File: src/osv_pkg.sv
// shared constants and types for the output limit supervisor and its host
//
// Notes on behaviour
// host waits 10ms after overvoltage fault threshold change
// bits 5,6 low while threshold calculation runs
// pulldown-only action: no alarm, gates pull down
// peak above overvoltage warning sets warning, alert
// warning flagged within one converter reading, 120ms
// upper margin above nominal, guaranteed to 13.8V
// nominal above 13.2V is not guaranteed
// lower margin below nominal, selected by operation
// setpoint writes ignored while ramping; slew when steady
// reading below undervoltage warning sets warning, alert
// ceiling 14.0V high range, 7.0V low range
// nominal above ceiling: clamp, comms fault, bit 3
// residual present when reading exceeds residual threshold
// residual disabled: no shutdown delay, gates off-time warning
// no turn-on while residual present unless ignored
// residual enabled: two readings below before shutdown
// residual checks start only after ramp-down ends
// one reading below marks residual absent
// fault shutdown bypasses residual gating, stops at once
// suggest residual threshold 12.5%, ignore flag set; reset threshold is 10% of reset nominal
// gain is linear 5/11 bits, setpoints 16-bit unsigned
// format byte: 3-bit mode, 5-bit exponent
// status bits stay set until host clears them
package osv_pkg;
  // ==========================================================
  // command codes
  localparam logic [7:0] CMD_OPERATION = 8'h01;
  localparam logic [7:0] CMD_VOUT_MODE = 8'h20;
  localparam logic [7:0] CMD_NOMINAL   = 8'h21;
  localparam logic [7:0] CMD_MARGIN_HI = 8'h25;
  localparam logic [7:0] CMD_MARGIN_LO = 8'h26;
  localparam logic [7:0] CMD_STAT_WORD = 8'h79;
  localparam logic [7:0] CMD_STAT_VOUT = 8'h7A;
  localparam logic [7:0] CMD_CEILING   = 8'hA5;
  localparam logic [7:0] CMD_COMMON    = 8'hEF;
  // ==========================================================
  // writable register file: index, code, reset value
  localparam int NREG = 17;
  localparam int IX_NOM = 0;
  localparam int IX_MHI = 1;
  localparam int IX_MLO = 2;
  localparam int IX_OVF = 3;
  localparam int IX_OVW = 4;
  localparam int IX_UVW = 5;
  localparam int IX_UVF = 6;
  localparam int IX_RES = 7;
  localparam int IX_OPR = 12;
  localparam int IX_OVA = 13;
  localparam int IX_PWM = 14;
  localparam int IX_CFG = 15;
  localparam int IX_MSK = 16;
  localparam logic [NREG-1:0][7:0] REG_CMD = {
    8'hD0, 8'hD2, 8'hD4, 8'h41, CMD_OPERATION, 8'hF6, 8'h4A, 8'h46, 8'h38,
    8'hDA, 8'h44, 8'h43, 8'h42, 8'h40, CMD_MARGIN_LO, CMD_MARGIN_HI, CMD_NOMINAL};
  localparam logic [NREG-1:0][15:0] REG_RST = {
    16'h0000, 16'h0001, 16'h0000, 16'h0080, 16'h0000, 16'h0F3C, 16'hDA80,
    16'hDBB8, 16'hBB9A, 16'h019A, 16'h0E66, 16'h0ECD, 16'h1133, 16'h119A,
    16'h0F33, 16'h10CD, 16'h1000};
  // ==========================================================
  // fields and fixed values
  localparam logic [15:0] VOUT_MODE_VAL = 16'h0014; // mode 000, exponent -12
  localparam logic [15:0] CEIL_HIGH     = 16'hE000; // 14.0V
  localparam logic [15:0] CEIL_LOW      = 16'h7000; // 7.0V
  localparam logic [15:0] NOM_GUAR_MAX  = 16'hD333; // 13.2V
  localparam logic [15:0] MHI_GUAR_MAX  = 16'hDCCC; // 13.8V
  localparam int PWM_LOW_RANGE = 1;
  localparam int CFG_IGNORE    = 0;
  localparam int CFG_RES_EN    = 5;
  localparam int OPR_ON        = 7;
  localparam logic [1:0] OPR_MHI = 2'h1;
  localparam logic [1:0] OPR_MLO = 2'h2;
  localparam int SV_OV_FAULT = 7;
  localparam int SV_OV_WARN  = 6;
  localparam int SV_UV_WARN  = 5;
  localparam int SV_UV_FAULT = 4;
  localparam int SV_MAX_WARN = 3;
  localparam int SV_TOFF     = 2;
  localparam int SW_VOUT     = 15;
  localparam int SW_CML      = 1;
  localparam int SW_NOTA     = 0;
  localparam int CM_CALC_A   = 5;
  localparam int CM_CALC_B   = 6;
  // ==========================================================
  // timing
  localparam int CLK_PERIOD_NS  = 100;
  localparam int CLK_HZ         = 10_000_000;
  localparam int LINK_PERIOD_NS = 800;
  localparam int LINK_HALF      = LINK_PERIOD_NS / (2 * CLK_PERIOD_NS);
  localparam int OV_SETTLE_MS   = 10;
  localparam int OV_SETTLE_CYC  = CLK_HZ / 1000 * OV_SETTLE_MS;
  localparam logic [6:0] CALC_CYC  = 7'h40;
  localparam logic [7:0] RAMP_CYC  = 8'h14;
  localparam logic [11:0] TOFF_CYC = 12'h7D0;
  localparam int FRAME_BITS = 25; // rw, code, 16 data bits
  // ==========================================================
  // host register map (byte addresses)
  localparam logic [7:0] HA_CTRL  = 8'h00;
  localparam logic [7:0] HA_WDATA = 8'h04;
  localparam logic [7:0] HA_RDATA = 8'h08;
  localparam logic [7:0] HA_STAT  = 8'h0C;
  localparam logic [1:0] RESP_OK  = 2'h0;
  localparam logic [1:0] RESP_ERR = 2'h2;
  typedef enum logic [2:0] {D_OFF, D_RISE, D_ON, D_FALL, D_DRAIN} osv_dstate_t;
  typedef enum logic [1:0] {H_IDLE, H_WAIT, H_SHIFT} osv_hstate_t;
endpackage : osv_pkg

File: src/osv_link_if.sv
// serial link between the supervisor and its host
`timescale 1ns/1ps
interface osv_link_if;
  logic link_clk;   // made by the host
  logic link_frame; // high for a whole frame
  logic link_mosi;  // host to device, msb first
  logic link_miso;  // device to host, read data
  modport host (output link_clk, output link_frame, output link_mosi, input link_miso);
  modport dev (input link_clk, input link_frame, input link_mosi, output link_miso);
endinterface : osv_link_if

File: src/osv_dev.sv
// output limit supervisor, device end of the link
`timescale 1ns/1ps
module osv_dev (
  input  wire logic        CLK_SYS,        // system clock
  input  wire logic        RESET,          // synchronous, active high
  osv_link_if.dev          LINK,           // serial command link
  input  wire logic        RUN,            // channel run pin
  input  wire logic        OV_TRIP,        // overvoltage comparator pin
  input  wire logic        FAULT_STOP,     // other fault requesting shutdown
  input  wire logic        READING_STROBE, // one converter reading, same clock
  input  wire logic [15:0] OUT_READING,    // output reading
  input  wire logic [15:0] PEAK_READING,   // peak output reading
  output logic             HIGH_SIDE_GATE, // high side gate enable
  output logic             LOW_SIDE_GATE,  // low side gate enable
  output logic             SWITCHING,      // channel switching
  output logic             RAMPING,        // in ramp up or ramp down
  output logic [15:0]      TARGET,         // regulation target
  output logic             ALARM_N,        // shared alarm pin, low active
  output logic             ALERT_N         // alert, low active
);
  import osv_pkg::*;

  typedef struct packed {
    osv_dstate_t            st;
    logic [NREG-1:0][15:0]  regs;
    logic [7:0]             sv;
    logic                   cml;
    logic [6:0]             busy;
    logic [7:0]             tmr;
    logic [11:0]            toff;
    logic                   toff_arm;
    logic                   absent;
    logic [1:0]             below;
    logic                   ov_hold;
    logic [15:0]            target;
    logic [5:0]             s1;
    logic [5:0]             s2;
    logic                   clk_d;
    logic [4:0]             bitcnt;
    logic [23:0]            shin;
    logic [15:0]            shout;
  } osv_dev_t;

  osv_dev_t r;
  osv_dev_t next_r;

  logic        run_s;
  logic        ov_s;
  logic        fstop_s;
  logic        rise;
  logic [15:0] ceiling;
  logic [15:0] sel;
  logic [15:0] sword;
  logic [15:0] common;
  logic [15:0] rdval;
  logic [24:0] word;
  logic [7:0]  rcmd;
  logic        hit;
  int          ix;
  logic        present;
  logic        fault;
  logic [7:0]  set;
  logic [7:0]  clr;

  // ==========================================================
  // register next state
  always_comb begin
    next_r = r;
    set = 8'h00;
    clr = 8'h00;
    hit = 1'b0;
    ix = 0;
    // pins cross into this domain through two flops each
    next_r.s1 = {LINK.link_clk, LINK.link_frame, LINK.link_mosi, RUN, OV_TRIP, FAULT_STOP};
    next_r.s2 = r.s1;
    next_r.clk_d = r.s2[5];
    rise = r.s2[5] & ~r.clk_d;
    run_s = r.s2[2];
    ov_s = r.s2[1];
    fstop_s = r.s2[0];
    ceiling = r.regs[IX_PWM][PWM_LOW_RANGE] ? CEIL_LOW : CEIL_HIGH;
    case (r.regs[IX_OPR][1:0])
      OPR_MHI: sel = r.regs[IX_MHI];
      OPR_MLO: sel = r.regs[IX_MLO];
      default: sel = r.regs[IX_NOM];
    endcase
    common = 16'h0000;
    common[CM_CALC_A] = (r.busy == 7'h00);
    common[CM_CALC_B] = (r.busy == 7'h00);
    sword = {8'h00, r.sv};
    sword[SW_VOUT] = |r.sv;
    sword[SW_CML] = r.cml;
    sword[SW_NOTA] = r.sv[SV_OV_WARN] | r.sv[SV_UV_WARN];
    // link frame: rw bit, command code, 16 data bits, msb first
    word = {r.shin, r.s2[3]};
    rcmd = word[7:0];
    if (rise && r.bitcnt == 5'd8) begin
      rcmd = word[7:0];
    end else begin
      rcmd = word[23:16];
    end
    for (int i = 0; i < NREG; i++) begin
      if (REG_CMD[i] == rcmd) begin
        hit = 1'b1;
        ix = i;
      end
    end
    case (rcmd)
      CMD_VOUT_MODE: rdval = VOUT_MODE_VAL;
      CMD_CEILING:   rdval = ceiling;
      CMD_COMMON:    rdval = common;
      CMD_STAT_WORD: rdval = sword;
      CMD_STAT_VOUT: rdval = {8'h00, r.sv};
      default:       rdval = hit ? r.regs[ix] : 16'h0000;
    endcase
    if (r.busy != 7'h00) begin
      next_r.busy = r.busy - 7'h01;
    end
    if (!r.s2[4]) begin
      next_r.bitcnt = 5'd0;
    end else if (rise) begin
      next_r.shin = word[23:0];
      next_r.bitcnt = r.bitcnt + 5'd1;
      next_r.shout = {r.shout[14:0], 1'b0};
      if (r.bitcnt == 5'd8) begin
        next_r.shout = rdval;
      end
      if (r.bitcnt == 5'(FRAME_BITS - 1) && !word[24]) begin
        if (rcmd == CMD_STAT_VOUT) begin
          clr = word[7:0];
        end else if (rcmd == CMD_STAT_WORD) begin
          if (word[SW_CML]) next_r.cml = 1'b0;
        end else if (!hit) begin
          next_r.cml = 1'b1; // read-only or unknown code
        end else if (ix <= IX_MLO && (r.st == D_RISE || r.st == D_FALL)) begin
          next_r.regs = r.regs;
        end else if (ix == IX_NOM && word[15:0] > ceiling) begin
          next_r.regs[IX_NOM] = ceiling;
          next_r.cml = 1'b1;
          set[SV_MAX_WARN] = 1'b1;
        end else begin
          next_r.regs[ix] = word[15:0];
          if (ix == IX_OVF) next_r.busy = CALC_CYC;
        end
      end
    end
    // ==========================================================
    // limit checks on each converter reading, overvoltage fault pin every clock; one reading period bounds the delay
    present = OUT_READING > r.regs[IX_RES];
    if (READING_STROBE) begin
      if (PEAK_READING > r.regs[IX_OVW]) set[SV_OV_WARN] = 1'b1;
      if (r.st == D_ON && OUT_READING < r.regs[IX_UVW]) set[SV_UV_WARN] = 1'b1;
      if (r.st == D_ON && OUT_READING < r.regs[IX_UVF]) set[SV_UV_FAULT] = 1'b1;
    end
    if (ov_s) set[SV_OV_FAULT] = 1'b1;
    next_r.sv = (r.sv & ~clr) | set;
    fault = ov_s | fstop_s;
    if (ov_s) next_r.ov_hold = 1'b1;
    else if (!run_s) next_r.ov_hold = 1'b0;
    // ==========================================================
    // residual watch outside the drain state
    if (READING_STROBE && r.st != D_DRAIN) begin
      next_r.absent = ~present;
      if (!present) next_r.toff_arm = 1'b0;
    end
    if (r.toff_arm) begin
      next_r.toff = r.toff + 12'h001;
      if (r.toff == TOFF_CYC) begin
        next_r.sv[SV_TOFF] = 1'b1;
        next_r.toff_arm = 1'b0;
      end
    end
    // ==========================================================
    // channel sequencing
    next_r.tmr = r.tmr + 8'h01;
    case (r.st)
      D_OFF: begin
        next_r.target = 16'h0000;
        if (run_s && !r.ov_hold && !fault
            && (r.regs[IX_CFG][CFG_IGNORE] || r.absent)) begin
          next_r.st = D_RISE;
          next_r.tmr = 8'h00;
          next_r.toff_arm = 1'b0;
        end
      end
      D_RISE: begin
        next_r.target = sel;
        if (r.tmr == RAMP_CYC) next_r.st = D_ON;
      end
      D_ON: begin
        // slew toward the selected setpoint one step per clock
        if (r.target < sel) next_r.target = r.target + 16'h0001;
        else if (r.target > sel) next_r.target = r.target - 16'h0001;
        if (!run_s) begin
          next_r.st = D_FALL;
          next_r.tmr = 8'h00;
        end
      end
      D_FALL: begin
        if (r.tmr == RAMP_CYC) begin
          next_r.below = 2'h0;
          next_r.toff = 12'h000;
          next_r.toff_arm = ~r.regs[IX_CFG][CFG_IGNORE];
          next_r.st = r.regs[IX_CFG][CFG_RES_EN] ? D_DRAIN : D_OFF;
        end
      end
      D_DRAIN: begin
        if (READING_STROBE && !present) begin
          next_r.below = r.below + 2'h1;
          next_r.absent = 1'b1;
          next_r.toff_arm = 1'b0;
          if (r.below == 2'h1) next_r.st = D_OFF;
        end
      end
      default: next_r.st = D_OFF;
    endcase
    if (fault && r.st != D_OFF) begin
      next_r.st = D_OFF;
      next_r.toff_arm = 1'b0;
    end
  end

  // ==========================================================
  // state register
  always_ff @(posedge CLK_SYS) begin
    if (RESET) begin
      r <= '0;
      r.regs <= REG_RST;
      r.absent <= 1'b1;
      r.st <= D_OFF;
    end else begin
      r <= next_r;
    end
  end

  // ==========================================================
  // outputs; overvoltage latch forces the low side on
  assign SWITCHING      = (r.st != D_OFF) && !r.ov_hold;
  assign HIGH_SIDE_GATE = SWITCHING && !ov_s;
  assign LOW_SIDE_GATE  = r.ov_hold || ov_s;
  assign RAMPING        = (r.st == D_RISE) || (r.st == D_FALL);
  assign TARGET         = r.target;
  // pulldown-only action keeps the shared alarm quiet
  assign ALARM_N = ~(r.sv[SV_OV_FAULT] && r.regs[IX_OVA][7:0] != 8'h00);
  assign ALERT_N = ~(|(r.sv & ~r.regs[IX_MSK][7:0]) || (r.cml && !r.regs[IX_MSK][8]));
  assign LINK.link_miso = r.shout[15];
endmodule : osv_dev

File: src/flat_wrapper.sv
// flat-port wrapper written by rule: the top's interface ports become plain ports
module osv_dev_flat import osv_pkg::*;
  (CLK_SYS, RESET, RUN, OV_TRIP, FAULT_STOP, READING_STROBE, OUT_READING, PEAK_READING, HIGH_SIDE_GATE, LOW_SIDE_GATE, SWITCHING, RAMPING, TARGET, ALARM_N, ALERT_N, LINK_link_clk, LINK_link_frame, LINK_link_mosi, LINK_link_miso);
  osv_link_if LINK_i ();
  input  wire logic CLK_SYS;
  input  wire logic RESET;
  input  wire logic RUN;
  input  wire logic OV_TRIP;
  input  wire logic FAULT_STOP;
  input  wire logic READING_STROBE;
  input  wire logic [15:0] OUT_READING;
  input  wire logic [15:0] PEAK_READING;
  output logic HIGH_SIDE_GATE;
  output logic LOW_SIDE_GATE;
  output logic SWITCHING;
  output logic RAMPING;
  output logic [15:0] TARGET;
  output logic ALARM_N;
  output logic ALERT_N;
  input wire logic [$bits(LINK_i.link_clk)-1:0] LINK_link_clk;
  input wire logic [$bits(LINK_i.link_frame)-1:0] LINK_link_frame;
  input wire logic [$bits(LINK_i.link_mosi)-1:0] LINK_link_mosi;
  output wire logic [$bits(LINK_i.link_miso)-1:0] LINK_link_miso;
  assign LINK_i.link_clk = LINK_link_clk;
  assign LINK_i.link_frame = LINK_link_frame;
  assign LINK_i.link_mosi = LINK_link_mosi;
  assign LINK_link_miso = LINK_i.link_miso;
  osv_dev u_core (.CLK_SYS(CLK_SYS), .RESET(RESET), .LINK(LINK_i), .RUN(RUN), .OV_TRIP(OV_TRIP), .FAULT_STOP(FAULT_STOP), .READING_STROBE(READING_STROBE), .OUT_READING(OUT_READING), .PEAK_READING(PEAK_READING), .HIGH_SIDE_GATE(HIGH_SIDE_GATE), .LOW_SIDE_GATE(LOW_SIDE_GATE), .SWITCHING(SWITCHING), .RAMPING(RAMPING), .TARGET(TARGET), .ALARM_N(ALARM_N), .ALERT_N(ALERT_N));
endmodule
File: config.mk
export PLATFORM = sky130hd
export DESIGN_NAME = osv_dev_flat
export DESIGN_NICKNAME = d
export VERILOG_FILES = /design/src/osv_pkg.sv /design/src/osv_link_if.sv /design/src/osv_dev.sv /design/src/flat_wrapper.sv
export SDC_FILE = /design/constraint.sdc
export NUM_CORES = 1
export LEC_CHECK = 0
export BUFFER_PORTS_ARGS = -buffer_cell sky130_fd_sc_hd__buf_4
export CORE_MARGIN = 3
export CORE_UTILIZATION = 33
export CTS_BUF_LIST = sky130_fd_sc_hd__clkbuf_2
export DETAILED_ROUTE_END_ITERATION = 7
export GPL_TIMING_DRIVEN = 0
export HOLD_SLACK_MARGIN = 0.02
export PLACE_DENSITY = 0.44
export SLEW_MARGIN = 20
export SYNTH_ARGS = -nofsm -noshare
export SYNTH_HDL_FRONTEND = slang
export SYNTH_SLANG_ARGS = --single-unit
File: constraint.sdc
create_clock -name CLK_SYS -period 6.21 [get_ports CLK_SYS]
set_clock_uncertainty 0.1 [all_clocks]
set_input_delay 0.621 -clock CLK_SYS [delete_from_list [all_inputs] [get_ports CLK_SYS]]
set_output_delay 0.621 -clock CLK_SYS [all_outputs]
set_load 0.01 [all_outputs]
# Yosys cells after proc, flatten, opt, wreduce, memory -nomap -nowiden
# Cells that the tools add are included.
[word_totals]
register_bits = 390
wordCells = 268
output_inout_bits = 23
inputBits = 41
[op_classes]
muxes = 107
magnitude_cmp = 10
n_eq_ne = 46
reduce_logical = 46
add_sub_neg = 7
bitwise = 18
[op_table]
columns = ["operator", "count"]
rows = [
  ["bitwise mux 272 bit", 1],
  ["two-way mux 16 bit", 9],
  ["binary-select mux 16 bit (select 5 bit)", 1],
  ["demux 16 bit (select 5 bit)", 1],
  ["case mux 16 bit (5 select lines)", 1],
  ["> comparator 16 bit", 4],
  ["two-way mux 8 bit", 8],
  ["two-way mux 7 bit", 9],
  ["== test 7 x 8 -> 1 bit (first input constant)", 7],
  ["< comparator 16 bit", 3],
  ["case mux 16 bit (3 select lines)", 1],
  ["two-way mux 1 bit", 42],
  ["== test 8 bit (first input constant)", 5],
  ["two-way mux 3 bit", 12],
  ["two-way mux 4 bit", 9],
  ["== test 6 x 8 -> 1 bit (first input constant)", 4],
  ["logical NOT 32 bit", 1],
  ["case mux 16 bit (2 select lines)", 1],
  ["two-way mux 13 bit", 2],
  ["logical AND 1 bit", 17],
  ["adder 16 x 1 -> 16 bit (second input constant)", 1],
  ["AND 8 bit", 2],
  ["== test 8 x 7 -> 1 bit (second input constant)", 2],
  ["== test 8 bit (second input constant)", 2],
  ["other kinds (51)", 89],
]

# Logic depth before layout (Yosys ltp)
# Gate-level depths: netlist (run 1).
[logic_depth]
depth_word = 34
depth_mapped = 24

# Worst setup path after synthesis (run 1)
# Ideal clock, no wire load.
[synth_path]
path_kind = "flip-flop to flip-flop"
from = "register u_core.r[308] (netlist bit)"
to = "register u_core.r, in the netlist u_core.TARGET[15]"
slack_ns = 1.217
t_arrival_ns = 4.771
path_stages_with_launch = 24
path_buffers = 2
setup_ns = 0.122
cell_sequence = "dfxtp_1 -> inv_1 -> ha_1 -> clkbuf_1 -> clkbuf_1 -> a22oi_1 -> nor2_1 -> a21oi_1 -> ha_1 -> nor2b_1 -> o211ai_1 -> a21oi_1 -> a211o_1 -> a31oi_1 -> inv_1 -> ha_1 -> o21ai_0 -> o211a_1 -> o31ai_1 -> nor4_1 -> o41a_1 -> nor2b_1 -> o21ai_0 -> o311a_1"
[synth_via]
elab_chain_cells = 5
elab_cells_between_ends = 9
cone_classes = "order compare (2); eq/ne (3); mux (3); reduce/logical (1)"
[synth_lines]
columns = ["item", "line", "text"]
rows = [
  ["start: declaration", "osv_dev.sv:44", "osv_dev_t r;"],
  ["start signal: assignment", "osv_dev.sv:232", "r <= next_r;"],
  ["== test 2 bit or == test 2 x 1 -> 1 bit (tied branches)", "osv_dev.sv:82", "case (r.regs[IX_OPR][1:0])"],
  ["case mux 16 bit (2 select lines) *", "osv_dev.sv:82", ""],
  ["< comparator 16 bit or > comparator 16 bit (tied branches)", "osv_dev.sv:192, osv_dev.sv:193", ""],
  ["two-way mux 16 bit or != test 3 bit (tied branches)", "--", ""],
  ["case mux 16 bit (3 select lines) or AND reduction 2 bit (tied branches)", "--", ""],
]
# Mark *: on every way between the ends. The rest lies on a longest branch, timed or not.
# A chain may end at the register's enable or synchronous reset.

# Worst setup path in the final report (run 1)
# Ends and elaborated chain as after synthesis.

==> summary.txt, run 1 <==
Critical path
  • CP max stage cell: o41a_1
  • Crit path top cell by count: ha_1
  • Worst Reg-to-Reg Cells: 23
  • CP Data Arrival Time: 6.80 ns
  • Worst setup path category: reg2reg
  • Crit. End Element: register
  • Crit path largest cell delay: 0.48 ns
  • Required @ worst endpoint: 7.16 ns
  • Crit-path cells: inv_1, ha_1, clkbuf_1, buf_1, a22oi_1, nor2_1, a21oi_2, ha_1, nor2b_1, o211ai_1, a21oi_1, a211o_1, a31oi_2, inv_2, ha_1, o21ai_0, o211a_1, o31ai_1, nor4_1, o41a_1, nor2b_1, o21ai_0, o311a_1
  • Worst-path maximum fanout: 14
  • Startpoint types: register

Global route
  • Initial antenna violation count: 7
  • Global router's overall resource usage: 30.59%
  • Congestion Overflow GR: 0
  • First-pass GRT wire length: 148900 um
  • Pin count of the biggest net entering global routing: 16
  • Vias in the first global route: 20730

Yosys
  • Mapped Cells: 2726
  • Ys async rst share: 0%
  • Post-Syn Nets: 2873
  • Largest area contributor in the netlist: dfxtp_1
  • Synth top cells by count: nand2_1 (532), dfxtp_1 (390), a21oi_1 (267)
  • Synth top area share: 36.87%
  • Synthesized area: 21180 um^2
  • Ys flop type: dfxtp_1
  • Ranking of synthesized cells by area: dfxtp_1 (37%), nand2_1 (9.4%), mux2i_1 (6.9%), a21oi_1 (6.3%), ha_1 (6.2%)
  • Sequential area share after synthesis: 36.87%
  • Synth Area per Inst: 7.768 um^2
  • Number of synthesized flops with an enable pin: 0
  • FF+latch count, synth: 390
  • Count leader, synth: nand2_1
  • Ys Warns: 0
  • Library cells used by synthesis: 87

Drt
  • ANT nets after route: 0
  • Overall routed net length: 105000 um
  • DR pass1 iterations: 6
  • Via density: 5.645
  • Routed wire per std cell: 27.23 um
  • First-iteration detailed-routing DRC count: 2393
  • Vias: 21760
  • Drc violations: 0

Layout
  • Final Util: 37.81%
  • Final non-filler cell area: 23940 um^2
  • P&R area growth vs syn: 13.05%
  • Share of cells above drive strength 1: 10.95%
  • Nets: 3067

Die
  • Core Area: 63310 um^2
  • Die height: 259.3 um
  • Die area: 67250 um^2
  • Die width: 259.3 um
  • FP Rows: 92
  • Initial Util: 33.45%
  • Top-Level Pins: 64

Timing
  • RSZ-0062 raised after global routing: no
  • Worst-margin pin slew: 1.275 ns
  • Setup ws final: 0.3592 ns
  • Max-slew violations: 0
  • Final period util: 94.22%
  • Worst-case hold slack: 0.1572 ns
  • Final Hold Viols: 0
  • F_max: 170.9 MHz
  • Final Critical Period: 5.851 ns
  • Normalized max-slew margin: 14.99%
  • # setup viols final: 0

CTS
  • Total CTS buffers: 109
  • Clock Tree Buf Depth: 3
  • CTS Root Cell: clkbuf_2
  • Clk_lat worst skew: 1.18 ns
  • Worst-path clk slew: 0.12 ns
  • H-tree depth: 3
  • Clock tree sinks: 390
  • TritonCTS clock tree: done

Pwr
  • Pwr Density: 201.5 nW/um^2
  • VDD IR-drop max: 0.1349 mV
  • Static leakage: 8.754 nW
  • Power, Total: 4.823 mW

Placed design
  • Dpl cell area: 22730 um^2
  • HPWL after DPL: 78300 um
  • Gpl congestion: 0.9876
  • Port bufs: 63
  • Post-place setup slack: -0.01451 ns

Run status
  • Status: completed

Flow run
  • Max Cap Viol: 0

Min path
  • Min-delay worst type: in2reg
  • Hold Crit Depth: 3
-- state kept, by name, indices dropped and copies added, names as in the netlist --
| signal | cells |
|---|---|
| u_core.LINK.link_miso | 1 |
| u_core.TARGET | 16 |
| u_core.fstop_s | 1 |
| u_core.next_r | 7 |
| u_core.ov_s | 1 |
| u_core.r | 364 |
-- cells by family after synthesis --
logic type	share of synthesized area, %
simple gates	24.80
buf+inv	6.103
xor+xnor	1.820
mux	7.066
flops	36.87
fa+ha+maj	6.298
compound gates	17.05
-- final cells by class --
class	instances	area [um^2]
Antenna cell	5	12.51
Clock buffer	158	790.8
Clock inverter	37	188.9
Buffer	221	958.4
Inverter	94	352.8
Timing Repair Buffer	83	673.1
Multi-Input combinational cell	2021	12100
Sequential cell	390	7807
Tap cell	846	1059
Fill cell	6822	39370
-- worst max-delay path: cells and delay by family (launching register included) --
family,cells,cell delay (ns)
and+or+nand+nor,4,0.51
adders and majority gates,3,0.87
DFF,1,0.40
buffers and inverters,4,0.77
AOI/OAI and AO/OA,12,3.07
-- metal layers --
metal	share of wire (%)	wire length, um	up-vias	track usage, %
met3	8.0	8347	217	6.224
met1	43	45130	10630	40.40
li1	-	-	9925	-
met5	0	0	-	0
met2	45	46780	991	48.31
met4	4.5	4712	0	13.28
-- path summary, 6_finish.rpt --
check / from / end / slack, ns
worst min register to register: u_core.next_r[47] / u_core.ov_s / 0.35
worst max-delay path: u_core.r[308] / u_core.TARGET[15] / 0.36
worst max register to register: u_core.r[308] / u_core.TARGET[15] / 0.36
worst min-delay path: OV_TRIP / u_core.next_r[47] / 0.16
-- repair_timing --
item                                    4_1_cts  5_1_grt
endpoints found under the setup margin        0        8
setup buffers                                 0        0
resized for setup                             0       11
hold buffers                                 20        0
endpoints found under the hold margin        24        0
-- cell usage in the layout (no fill, tap or decap), types with 12 or more instances in the layout --
cell type	n
o22ai_1	18
o21a_1	12
and3_1	13
a21oi_1	264
dfxtp_1	390
buf_4	82
inv_1	93
xor2_1	28
clkinv_1	25
a22oi_1	19
clkbuf_2	171
ha_1	105
nand2_1	532
nor3_1	85
a31oi_1	20
a21o_1	20
xnor2_1	16
nor2b_1	35
nand4_1	35
dlygate4sd3_1	20
buf_2	21
nand2b_1	22
clkbuf_1	150
nor2_1	259
o21ai_0	45
a211oi_1	16
o32ai_1	12
nand3_1	110
mux2i_1	145
buf_1	16
o211ai_1	22
-- where the power goes --
group | total, mW | switching (mW) | internal, mW
Clock | 1.95 | 1.21 | 0.731
Combinational | 0.325 | 0.207 | 0.118
Sequential | 2.55 | 0.0249 | 2.53
Total | 4.82 | 1.45 | 3.38
-- stage by stage --
step	std cells	TNS [ns]
after CTS	3850	0
after detailed placement	3635	-0.01451
after global routing	3853	0
after floorplan	2726	0
final	3855	0
after global placement	3635	-0.005696
(Power assumes the default switching activity.)
==> run 2: changes to the inputs <==
--- a/config.mk
+++ b/config.mk
@@ -12,7 +12,7 @@
 export DETAILED_ROUTE_END_ITERATION = 7
 export GPL_TIMING_DRIVEN = 0
 export HOLD_SLACK_MARGIN = 0.02
-export PLACE_DENSITY = 0.44
+export PLACE_DENSITY = 0.52
 export SLEW_MARGIN = 20
 export SYNTH_ARGS = -nofsm -noshare
 export SYNTH_HDL_FRONTEND = slang
==> summary.txt, run 2 (synthesis gave the netlist of run 1 again) <==
Drt
  • ANT nets after route: 0
  • Vias: 22000
  • WL met3: 9037 um
  • Met1 WL: 43200 um
  • Routed wire per std cell: 26.41 um
  • DR pass1 iterations: 6
  • First-iteration detailed-routing DRC count: 2603
  • Drc violations: 0
  • Overall routed net length: 101800 um
  • DR WL met2: 43830 um
  • Via density: 5.709
  • Top layer used by detailed routing: met4

Critical path
  • Crit-path cells: inv_1, ha_1, clkbuf_1, nor2_1, a21oi_1, ha_1, nand4_1, nor3_1, a21oi_1, o211ai_1, a31oi_4, clkinvlp_4, buf_4, ha_1, o21ai_0, o211a_1, o31ai_1, nor4_1, o41a_1, nor2b_1, o21ai_0, o311a_1
  • Worst-path maximum fanout: 12
  • Largest delay share family, worst path: compound AO/OA/AOI/OAI gates
  • Worst setup path category: reg2reg
  • Crit path top cell by count: ha_1
  • Crit path buffers/inverters: 4
  • CP Data Arrival Time: 6.90 ns
  • Crit path largest cell delay: 0.50 ns
  • Required @ worst endpoint: 7.19 ns
  • CP max stage cell: a21oi_1
  • Crit. End Element: register
  • Startpoint types: register

Global route
  • Initial antenna violation count: 4
  • Pin count of the biggest net entering global routing: 16
  • Congestion Overflow GR: 0
  • Vias in the first global route: 20660
  • First-pass GRT wire length: 144200 um
  • Global router's overall resource usage: 29.48%

Die
  • FP Rows: 92
  • Die width: 259.3 um
  • Die height: 259.3 um
  • Top-Level Pins: 64
  • Core Area: 63310 um^2
  • Initial Util: 33.45%
  • Die area: 67250 um^2

Layout
  • Nets: 3068
  • Post-Layout Cell Count: 3854
  • Most common cell after layout, fill and taps aside: nand2_1
  • Share of cells above drive strength 1: 10.92%
  • P&R area growth vs syn: 13.10%
  • Final non-filler cell area: 23950 um^2
  • Top reg by flops: u_core.r
  • Max reg flops: 364
  • Commonest cells after routing, fill and taps aside: nand2_1 (532), dfxtp_1 (390), a21oi_1 (263)

Run status
  • Status: completed

Flow run
  • Max Cap Viol: 0

CTS
  • Clock Tree Buf Depth: 3
  • Clock tree sinks: 390
  • TritonCTS clock tree: done
  • CTS Root Cell: clkbuf_2
  • Clk_lat worst skew: 1.23 ns
  • H-tree depth: 3
  • Total CTS buffers: 106
  • Worst-path clk slew: 0.11 ns

Timing
  • Final Critical Period: 5.920 ns
  • Worst-margin pin slew: 1.251 ns
  • Normalized max-slew margin: 16.59%
  • # setup viols final: 0
  • Final Hold Viols: 0
  • Setup ws final: 0.2901 ns
  • F_max: 168.9 MHz
  • Final period util: 95.33%
  • RSZ-0062 raised after global routing: no
  • Max-slew violations: 0

Min path
  • Min-delay worst type: in2reg

Placed design
  • Placed cells: 3635
  • Port bufs: 63
  • Dpl cell area: 22720 um^2
  • Post-place setup slack: -0.4306 ns
  • HPWL after DPL: 75930 um
  • Gpl congestion: 1.027

Pwr
  • VDD IR-drop max: 0.1566 mV
  • Power, Total: 4.771 mW
  • Pwr Density: 199.2 nW/um^2
  • Static leakage: 8.738 nW
[run 2: final cells by class]
type                            instances  area, um^2
Inverter                               94       356.6
Clock buffer                          156       780.7
Clock inverter                         34       175.2
Antenna cell                            5       12.51
Fill cell                            6766       39360
Timing Repair Buffer                   87       698.2
Sequential cell                       390        7807
Tap cell                              846        1059
Multi-Input combinational cell       2021       12110
Buffer                                221       954.7
[run 2: what timing repair did]
item | CTS | global route
gates cloned | 0 | 0
resized for setup | 3 | 9
hold endpoints to repair | 20 | 0
hold buffers | 18 | 0
buffers inserted | 0 | 6
endpoints found under the setup margin | 7 | 9
pin swaps | 0 | 1
[run 2: power breakdown]
part / switching [mW] / total [mW] / leakage [nW] / internal, mW
Sequential: 0.0247 / 2.55 / 3.15 / 2.53
Combinational: 0.203 / 0.321 / 4.86 / 0.118
Clock: 1.18 / 1.90 / 0.725 / 0.718
Total: 1.41 / 4.77 / 8.74 / 3.36
[run 2: metal layers]
metal	vias up	GRT usage [%]
met1	10710	38.94
met5	-	0
met2	1115	44.64
met4	0	15.48
met3	259	6.799
li1	9922	-
[run 2: worst register-to-register path, stage by stage (launching register included)]
cell        delay [ns]
dfxtp_1           0.37
inv_1             0.11
ha_1              0.41
clkbuf_1          0.41
nor2_1            0.10
a21oi_1           0.50
ha_1              0.35
nand4_1           0.11
nor3_1            0.12
a21oi_1           0.15
o211ai_1          0.16
a31oi_4           0.29
clkinvlp_4        0.13
buf_4             0.19
ha_1              0.35
o21ai_0           0.13
o211a_1           0.25
o31ai_1           0.36
nor4_1            0.12
o41a_1            0.47
nor2b_1           0.17
o21ai_0           0.12
o311a_1           0.30
[run 2: per-stage QoR]
stage	hold slack, ns	setup TNS, ns	utilization [%]
after floorplan	0.3138	0	-
after global placement	0.3369	-1.373	35.87
after detailed placement	0.3314	-1.594	35.89
after CTS	0.02534	0	37.70
after global routing	0.04875	0	37.83
final	0.1331	0	37.83
[run 2: final timing paths]
path	end	slack (ns)	depth (start not counted)	from
max reg2reg	u_core.TARGET[15]	0.29	22	u_core.r[307]
min reg2reg	u_core.ov_s	0.36	1	u_core.next_r[47]
max	u_core.TARGET[15]	0.29	22	u_core.r[307]
min	u_core.next_r[49]	0.13	3	LINK_link_mosi
